--- src/logic/peq_regs.vh ---
// Contract
// - Event 13H/00H counts each divide or square root, counter one only
// - Event 14H/00H counts divider busy cycles, counter zero only
// - Event 18H/00H counts divider-only busy cycles, counter zero only
// - Divider-only check sees uops dispatched after divide start; loads assumed hitting
// - Event 19H/00H counts float ops using non-float data, counter one only
// - Event 19H/01H counts vector ops using non-vector data, counter one only
// - Event 19H/02H counts load bypass penalty cycles, counter one only
// - Event 21H counts cycles second-level address bus carries an access
// - Event 23H counts cycles second-level data bus returns data to core
// - Core-select mask bits choose this core alone or both cores
`ifndef PEQ_REGS_VH
`define PEQ_REGS_VH
`define PEQ_EV_DIV          8'h13
`define PEQ_EV_DIV_BUSY     8'h14
`define PEQ_EV_DIV_ONLY     8'h18
`define PEQ_EV_BYPASS       8'h19
`define PEQ_EV_L2_ADDR      8'h21
`define PEQ_EV_L2_RDATA     8'h23
`define PEQ_UM_NONE         8'h00
`define PEQ_UM_FLOAT        8'h00
`define PEQ_UM_VECTOR       8'h01
`define PEQ_UM_LOAD         8'h02
`define PEQ_UM_CORE_LSB     6
`define PEQ_UM_CORE_BOTH    2'h3
`define PEQ_UM_CORE_THIS    2'h1
`endif
--- src/logic/peq_qualifier.v ---
`timescale 1ns/1ps
`include "peq_regs.vh"
module peq_qualifier (
    input  wire       mclk_i,
    input  wire       rstn_i,
    input  wire [7:0] evsel_code_i,
    input  wire [7:0] evsel_umask_i,
    input  wire       sel_counter_one_i,
    input  wire       div_exec_i,
    input  wire       div_busy_i,
    input  wire       other_unit_busy_i,
    input  wire       load_busy_i,
    input  wire       uop_after_div_start_i,
    input  wire       float_bypass_i,
    input  wire       vector_bypass_i,
    input  wire       load_bypass_penalty_i,
    input  wire       l2_addr_this_i,
    input  wire       l2_addr_other_i,
    input  wire       l2_rdata_this_i,
    input  wire       l2_rdata_other_i,
    output reg        inc_counter_zero_o,
    output reg        inc_counter_one_o,
    output reg        event_valid_o
);
    // Decoded selections, one per listed event
    wire       div_sel;
    wire       div_busy_sel;
    wire       div_only_sel;
    wire       float_sel;
    wire       vector_sel;
    wire       load_sel;
    wire       l2_addr_sel;
    wire       l2_rdata_sel;
    wire       l2_addr_hit;
    wire       l2_rdata_hit;
    reg        other_busy;
    reg        div_only_cond;
    reg        one_allowed;
    reg        zero_allowed;
    reg        hit_d;
    reg        cond_d;
    reg        inc_zero_d;
    reg        inc_one_d;
    reg        valid_d;

    peq_event_match #(
        .CODE  (`PEQ_EV_DIV),
        .UMASK (`PEQ_UM_NONE),
        .EXACT (1'b1)
    ) div_match_u (
        .code_i  (evsel_code_i),
        .umask_i (evsel_umask_i),
        .match_o (div_sel)
    );

    peq_event_match #(
        .CODE  (`PEQ_EV_DIV_BUSY),
        .UMASK (`PEQ_UM_NONE),
        .EXACT (1'b1)
    ) div_busy_match_u (
        .code_i  (evsel_code_i),
        .umask_i (evsel_umask_i),
        .match_o (div_busy_sel)
    );

    peq_event_match #(
        .CODE  (`PEQ_EV_DIV_ONLY),
        .UMASK (`PEQ_UM_NONE),
        .EXACT (1'b1)
    ) div_only_match_u (
        .code_i  (evsel_code_i),
        .umask_i (evsel_umask_i),
        .match_o (div_only_sel)
    );

    peq_event_match #(
        .CODE  (`PEQ_EV_BYPASS),
        .UMASK (`PEQ_UM_FLOAT),
        .EXACT (1'b1)
    ) float_match_u (
        .code_i  (evsel_code_i),
        .umask_i (evsel_umask_i),
        .match_o (float_sel)
    );

    peq_event_match #(
        .CODE  (`PEQ_EV_BYPASS),
        .UMASK (`PEQ_UM_VECTOR),
        .EXACT (1'b1)
    ) vector_match_u (
        .code_i  (evsel_code_i),
        .umask_i (evsel_umask_i),
        .match_o (vector_sel)
    );

    peq_event_match #(
        .CODE  (`PEQ_EV_BYPASS),
        .UMASK (`PEQ_UM_LOAD),
        .EXACT (1'b1)
    ) load_match_u (
        .code_i  (evsel_code_i),
        .umask_i (evsel_umask_i),
        .match_o (load_sel)
    );

    peq_event_match #(
        .CODE  (`PEQ_EV_L2_ADDR),
        .UMASK (`PEQ_UM_NONE),
        .EXACT (1'b0)
    ) l2_addr_match_u (
        .code_i  (evsel_code_i),
        .umask_i (evsel_umask_i),
        .match_o (l2_addr_sel)
    );

    peq_event_match #(
        .CODE  (`PEQ_EV_L2_RDATA),
        .UMASK (`PEQ_UM_NONE),
        .EXACT (1'b0)
    ) l2_rdata_match_u (
        .code_i  (evsel_code_i),
        .umask_i (evsel_umask_i),
        .match_o (l2_rdata_sel)
    );

    peq_core_merge #(
        .BOTH_SEL (`PEQ_UM_CORE_BOTH)
    ) l2_addr_merge_u (
        .core_sel_i (evsel_umask_i[`PEQ_UM_CORE_LSB +: 2]),
        .this_i     (l2_addr_this_i),
        .other_i    (l2_addr_other_i),
        .hit_o      (l2_addr_hit)
    );

    peq_core_merge #(
        .BOTH_SEL (`PEQ_UM_CORE_BOTH)
    ) l2_rdata_merge_u (
        .core_sel_i (evsel_umask_i[`PEQ_UM_CORE_LSB +: 2]),
        .this_i     (l2_rdata_this_i),
        .other_i    (l2_rdata_other_i),
        .hit_o      (l2_rdata_hit)
    );

    always @* begin
        // Only later uops disturb the divider-only state; loads count as hitting
        other_busy    = uop_after_div_start_i & (other_unit_busy_i | load_busy_i);
        div_only_cond = div_busy_i & ~other_busy;
        hit_d         = div_sel
                      | div_busy_sel
                      | div_only_sel
                      | float_sel
                      | vector_sel
                      | load_sel
                      | l2_addr_sel
                      | l2_rdata_sel;
        // Bus events may use either counter
        one_allowed   = div_sel
                      | float_sel
                      | vector_sel
                      | load_sel
                      | l2_addr_sel
                      | l2_rdata_sel;
        zero_allowed  = div_busy_sel
                      | div_only_sel
                      | l2_addr_sel
                      | l2_rdata_sel;
        cond_d        = (div_sel & div_exec_i)
                      | (div_busy_sel & div_busy_i)
                      | (div_only_sel & div_only_cond)
                      | (float_sel & float_bypass_i)
                      | (vector_sel & vector_bypass_i)
                      | (load_sel & load_bypass_penalty_i)
                      | (l2_addr_sel & l2_addr_hit)
                      | (l2_rdata_sel & l2_rdata_hit);
        // One increment per qualifying cycle, only on a permitted counter
        inc_zero_d    = hit_d & cond_d & zero_allowed & ~sel_counter_one_i;
        inc_one_d     = hit_d & cond_d & one_allowed & sel_counter_one_i;
        valid_d       = hit_d & (sel_counter_one_i ? one_allowed : zero_allowed);
    end

    always @(posedge mclk_i) begin
        if (!rstn_i) begin
            inc_counter_zero_o <= 1'b0;
            inc_counter_one_o  <= 1'b0;
            event_valid_o      <= 1'b0;
        end else begin
            inc_counter_zero_o <= inc_zero_d;
            inc_counter_one_o  <= inc_one_d;
            event_valid_o      <= valid_d;
        end
    end
endmodule

// Matches one listed event; bus events leave the mask to the core merge
module peq_event_match #(
    parameter [7:0] CODE  = 8'h00,
    parameter [7:0] UMASK = 8'h00,
    parameter [0:0] EXACT = 1'b1
) (
    input  wire [7:0] code_i,
    input  wire [7:0] umask_i,
    output wire       match_o
);
    wire code_eq;
    wire umask_eq;

    assign code_eq  = (code_i == CODE);
    assign umask_eq = EXACT ? (umask_i == UMASK) : 1'b1;
    assign match_o  = code_eq & umask_eq;
endmodule

// Folds the other core's bus use in only when both cores are selected
module peq_core_merge #(
    parameter [1:0] BOTH_SEL = `PEQ_UM_CORE_BOTH
) (
    input  wire [1:0] core_sel_i,
    input  wire       this_i,
    input  wire       other_i,
    output wire       hit_o
);
    wire both_cores;

    assign both_cores = (core_sel_i == BOTH_SEL);
    assign hit_o      = this_i | (both_cores & other_i);
endmodule

--- config.mk ---
export PLATFORM = sky130hd
export DESIGN_NAME = peq_qualifier
export DESIGN_NICKNAME = d
export VERILOG_FILES = /design/src/logic/peq_qualifier.v
export VERILOG_INCLUDE_DIRS = /design/src /design/src/logic
export SDC_FILE = /design/constraint.sdc
export NUM_CORES = 1
export LEC_CHECK = 0
export ABC_CLOCK_PERIOD_IN_PS = 1300
export BUFFER_PORTS_ARGS = -buffer_cell sky130_fd_sc_hd__buf_4
export CELL_PAD_IN_SITES_DETAIL_PLACEMENT = 2
export CELL_PAD_IN_SITES_GLOBAL_PLACEMENT = 2
export CORE_ASPECT_RATIO = 0.6
export CORE_MARGIN = 1.5
export CORE_UTILIZATION = 14
export CTS_CLUSTER_DIAMETER = 40
export DETAILED_ROUTE_END_ITERATION = 10
export PLACE_DENSITY = 0.81
export SYNTH_ARGS = -nofsm -noshare
export SYNTH_HDL_FRONTEND = slang
export SYNTH_SLANG_ARGS = --single-unit
--- constraint.sdc ---
create_clock -name mclk_i -period 1.3 [get_ports mclk_i]
set_input_delay 0.26 -clock mclk_i [delete_from_list [all_inputs] [get_ports mclk_i]]
set_output_delay 0.26 -clock mclk_i [all_outputs]
set_load 0.01 [all_outputs]
==> flow_summary.yaml, run 1 <==
finish:
  layout_commonest_cell: "buf_4"
  fin_nets: 116
  drive_gt1_share_pct: 57.1
  layout_common_cells: "38 x buf_4, 4 x nor2_1, 4 x o21ai_0"
  diodes: 0
  area_growth_pct: 119
  fillCellCount: 261
sta:
  setup_viol: 0
  relSlewSlack_pct: 82.0
  timing_max_transition_violations_final: 0
  max_freq_mhz: 836
  worstMarginPinSlew_ns: 0.268
  rsz0062_at_grt: "false"
  setup-tns-final_ns: 0
  finalWorstSetupSlack_ns: 0.103
  hold_violations: 0
  fin_crit_ns: 1.20
  period_share_pct: 92.1
routing:
  drc_errors: 0
  wirelength_mm: 1.47
  num_vias: 489
  wire_per_inst_um: 12.9
  vias_per_cell: 4.29
  postRouteAntennaNets: 0
  drtPass1Iterations: 2
  drt-initial-drc-count: 8
placed_design:
  hpwlAfterDp_mm: 1.23
  gp_congestion: 0.680
  dp_slack_ns: -0.118
  port_buffers: 33
synthesis:
  netlist.area_leader.share_pct: 19.0
  synth_top_family_by_area: "simple AND/OR/NAND/NOR gates"
  synth_seq_cells: 3
  synth_warnings: 0
  synth-edff-count: 0
  synth.area.mux_share_pct: 0
  yosysUniqueCellTypes: 24
  synth-xor-area-share_pct: 0
  synth_area_leaders: "dfxtp_1 19%, o21ai_0 7.9%, nand4_1 6.0%, nor2b_1 6.0%, and4_1 5.6%"
  synth_compound_gate_area_share_pct: 32.5
  synth_nets: 73
  yosys.area_share.simple_pct: 44.8
  ys_seq_area_share_pct: 19.0
  synth-adder-area-share_pct: 0
  ys_async_sr_fraction_pct: 0
  syn_inst: 42
  avgSynthCellArea_um2: 7.51
  synth_flop_cell: "dfxtp_1"
  synth_top_cell_by_area: "dfxtp_1"
  syn-cell-area_um2: 315
floorplan:
  initial_utilization_pct: 14.7
  fp.dieH_um: 39.8
  ioPinCount: 34
  fp.dieW_um: 64.3
  rows: 13
  core_um2: 2150
  die_area_um2: 2560
power:
  ir_drop_uv: 200
  power.leakage_nw: 0.311
  powerDensity_nw_per_um2: 717
critical_path:
  path_cells: "buf_4 > nor4_2 > nand4_1 > o22a_1 > o21ai_2 > and4_1"
  cp_max_fo: 2
  cp-start-kind: "input pin"
  endpoint: "inc_counter_one_o"
  worstSetupStartpoint: "evsel_umask_i[5]"
  cp.arrival_ns: 1.35
  required_ns: 1.45
  cp_slowest_cell: "nor4_2"
  cp-end-kind: "register"
  crit_family: "simple AND/OR/NAND/NOR gates"
  worstSetupPathType: "input pin to register"
  cp_num_cells: 6
  cpPeakStageDelay_ns: 0.31
  path_buf_inv: 1
clock_network:
  cts_hold_buf: 0
  cts_buffers: 3
  h-tree-depth: 1
  clkTransAtPathRegs_ns: 0.03
  cts_buffer_depth: 2
  clock_sinks: 3
  cts_root_buf: "clkbuf_8"
  cts_tree: "built"
  post-cts-setup-buffer-count: 0
  post_cts_resized: 1
grt:
  grtUsageTotal_pct: 11.8
  grt_antenna_before_repair: 0
  first_global_vias: 503
  grt_remaining_overflow: 0
  grt_pass1_wl_mm: 2.26
  grt_start_max_net_pins: 7
run:
  maxCapViolations: 0
worst_hold_path:
  min_path_type: "input pin to register"
outcome:
  status: "complete, no violations"
[Yosys cell counts, types with 2 or more instances]
library cell  number
nand4_1            3
and4_1             2
o21ai_0            5
inv_1              3
nor2_1             4
a31oi_1            2
nor2b_1            3
nand2_1            2
dfxtp_1            3
[final cells by class]
cell class              instances  area [um^2]  share of cell area, %
inverters                       3         11.3                   1.63
well taps                      30         37.5                   5.44
flip-flops and latches          3         60.1                   8.71
multi-input cells              36          250                   36.3
clock buffers                   4         45.0                   6.53
repair buffers                 38          285                   41.4
[state kept, by name, summed over array words and instances (netlist names)]
signal,cells
event_valid_o,1
inc_counter_one_o,1
inc_counter_zero_o,1
[metal layers]
metal,vias up,part of all wire [%],track usage (%)
li1,249,-,-
met3,0,4.6,0.575
met1,225,45,13.4
met4,0,0,3.19
met5,-,0,0
met2,15,51,24.7
[cells by family (layout without fill, tap and decap cells)]
| logic type | Yosys count | in the layout |
|---|---|---|
| compound gates | 15 | 15 |
| simple gates | 21 | 21 |
| flops | 3 | 3 |
| buf+inv | 3 | 45 |
[where the power goes]
group          internal (mW)  switching [mW]  total (mW)
Combinational         0.0857          0.0504       0.136
Clock                  0.209          0.0553       0.264
Sequential            0.0940        0.000286      0.0943
Total                  0.388           0.106       0.494
[stage by stage]
step                hold slack (ns)  instance area (um^2)  instances  power, mW  utilization (%)
global route                  0.342                   689        114      0.525             32.1
CTS                           0.314                   683        114      0.502             31.8
global placement              0.513                   638        110      0.224             29.7
detailed placement            0.514                   638        110      0.231             29.7
floorplan                     0.395                   315         42      0.128                -
finish                        0.308                   689        114      0.494             32.1
[worst min path at each step]
stage,startpoint,end,slack (ns),cells past startpoint
final,sel_counter_one_i,event_valid_o,0.31,3
after global routing,rstn_i,inc_counter_zero_o,0.34,2
after CTS,sel_counter_one_i,event_valid_o,0.31,3
after detailed placement,sel_counter_one_i,event_valid_o,0.51,3
after global placement,sel_counter_one_i,event_valid_o,0.51,3
after floorplan,sel_counter_one_i,event_valid_o,0.39,2
Note: power is estimated with default switching activity, not from simulation.
==> inputs of run 2 (changes only) <==
Settings changed: BUFFER_PORTS_ARGS -buffer_cell sky130_fd_sc_hd__buf_4 to -buffer_cell sky130_fd_sc_hd__buf_2.
==> run 2 against run 1 <==
Compared with the run above: first-iteration DRC count is 88% lower; highest routed layer is now met4; via count is 0.82% higher; largest power group unchanged; clock power is 2% higher.
==> flow_summary.yaml, run 2 (synthesis gave the netlist of run 1 again) <==
finish:
  area_growth_pct: 85.7
  drive_gt1_share_pct: 54.9
  layout_commonest_cell: "buf_2"
  layout_common_cells: "33 x buf_2, 4 x nor2_1"
  postLayoutCoreUtil_pct: 27.3
  diodes: 0
  reg_top3: "event_valid_o (1), inc_counter_one_o (1), inc_counter_zero_o (1)"
  fillCellCount: 263
  fin_nets: 114
power:
  powerDensity_nw_per_um2: 802
  ir_drop_uv: 177
  power.leakage_nw: 0.275
clock_network:
  post-cts-setup-buffer-count: 0
  cts_hold_buf: 0
  cts_tree: "built"
  h-tree-depth: 1
  clkTransAtPathRegs_ns: 0.03
  cts_buffers: 3
  post_cts_resized: 0
  cts_buffer_depth: 2
  clock_sinks: 3
  cts_root_buf: "clkbuf_8"
sta:
  max_freq_mhz: 829
  timing_max_transition_violations_final: 0
  finalWorstSetupSlack_ns: 0.0944
  period_share_pct: 92.7
  hold_violations: 0
  relSlewSlack_pct: 79.0
  fin_crit_ns: 1.21
  setup_viol: 0
  rsz0062_at_grt: "false"
  worstMarginPinSlew_ns: 0.310
routing:
  drtPass1Iterations: 2
  postRouteAntennaNets: 0
  drc_errors: 0
  num_vias: 493
  vias_per_cell: 4.40
  drt-initial-drc-count: 1
  wirelength_mm: 1.46
  wire_per_inst_um: 13.0
floorplan:
  initial_utilization_pct: 14.7
  fp.dieH_um: 39.8
  ioPinCount: 34
  rows: 13
  fp.dieW_um: 64.3
  die_area_um2: 2560
  core_um2: 2150
placed_design:
  port_buffers: 33
  gp_congestion: 0.701
  dp_slack_ns: -0.0977
  hpwlAfterDp_mm: 1.17
grt:
  grt_pass1_wl_mm: 2.40
  grt_remaining_overflow: 0
  grt_antenna_before_repair: 0
  grt_start_max_net_pins: 7
  grtUsageTotal_pct: 13.3
  first_global_vias: 544
worst_hold_path:
  min_to: "event_valid_o"
  hp-start: "rstn_i"
  min_path_type: "input pin to register"
  whs_path_depth: 3
critical_path:
  cp-start-kind: "input pin"
  cp-end-kind: "register"
  cp.arrival_ns: 1.36
  worstSetupPathType: "input pin to register"
  cp_max_fo: 4
  required_ns: 1.46
outcome:
  status: "complete, no violations"
run:
  maxCapViolations: 0
run 2: changes by cell type in the layout (fill, tap and decap cells not counted):
cell | before | now
nor4b_1 | 0 | 1
o21ai_1 | 2 | 3
nor4b_2 | 2 | 1
o21ai_0 | 4 | 3
buf_2 | 0 | 33
buf_4 | 38 | 3
run 2: area by class of cell:
cell class | count | area, um^2 | share of cell area, %
Multi-Input combinational cell | 36 | 244 | 41.7
Sequential cell | 3 | 60.1 | 10.3
Timing Repair Buffer | 36 | 188 | 32.1
Clock buffer | 4 | 45.0 | 7.69
Inverter | 3 | 11.3 | 1.92
Tap cell | 30 | 37.5 | 6.41
run 2: power by group:
group	total, mW	internal (mW)	switching, mW
Clock	0.268	0.209	0.0590
Sequential	0.0943	0.0940	0.000233
Combinational	0.108	0.0571	0.0504
Total	0.470	0.360	0.110
run 2: worst max-delay path by stage:
| stage | startpoint | endpoint | slack (ns) | cells after the start |
|---|---|---|---|---|
| final | evsel_umask_i[7] | inc_counter_zero_o | 0.09 | 6 |
| after CTS | evsel_umask_i[7] | inc_counter_zero_o | 0.10 | 5 |
| after floorplan | evsel_umask_i[5] | inc_counter_zero_o | 0.15 | 4 |
| after detailed placement | evsel_umask_i[7] | inc_counter_zero_o | -0.1 | 5 |
| after global placement | evsel_umask_i[7] | inc_counter_zero_o | -0.09 | 5 |
| after global routing | evsel_code_i[3] | inc_counter_zero_o | 0.008 | 6 |
run 2: worst max-delay path, stage by stage:
cell and delay [ns]:
buf_2 0.12, nor4b_1 0.33, nand4_1 0.18, o22a_1 0.20, o21ai_2 0.07, and4_1 0.20
run 2: layer usage:
layer	share of wire [%]	GRT usage, %	up-vias
met2	51	26.0	21
met1	41	13.4	221
met5	0	0	-
met3	6.0	3.16	4
li1	-	-	247
met4	2.2	8.51	0
run 2: stage by stage:
step	cells	hold slack (ns)	TNS (ns)	cell area, um^2	power, mW
6_report	112	0.323	0	586	0.470
5_1_grt	112	0.346	0	586	0.511
4_1_cts	112	0.331	0	586	0.480
3_5_place_dp	108	0.531	-0.274	541	0.202
3_3_place_gp	108	0.531	-0.177	541	0.196
2_1_floorplan	42	0.395	0	315	0.128
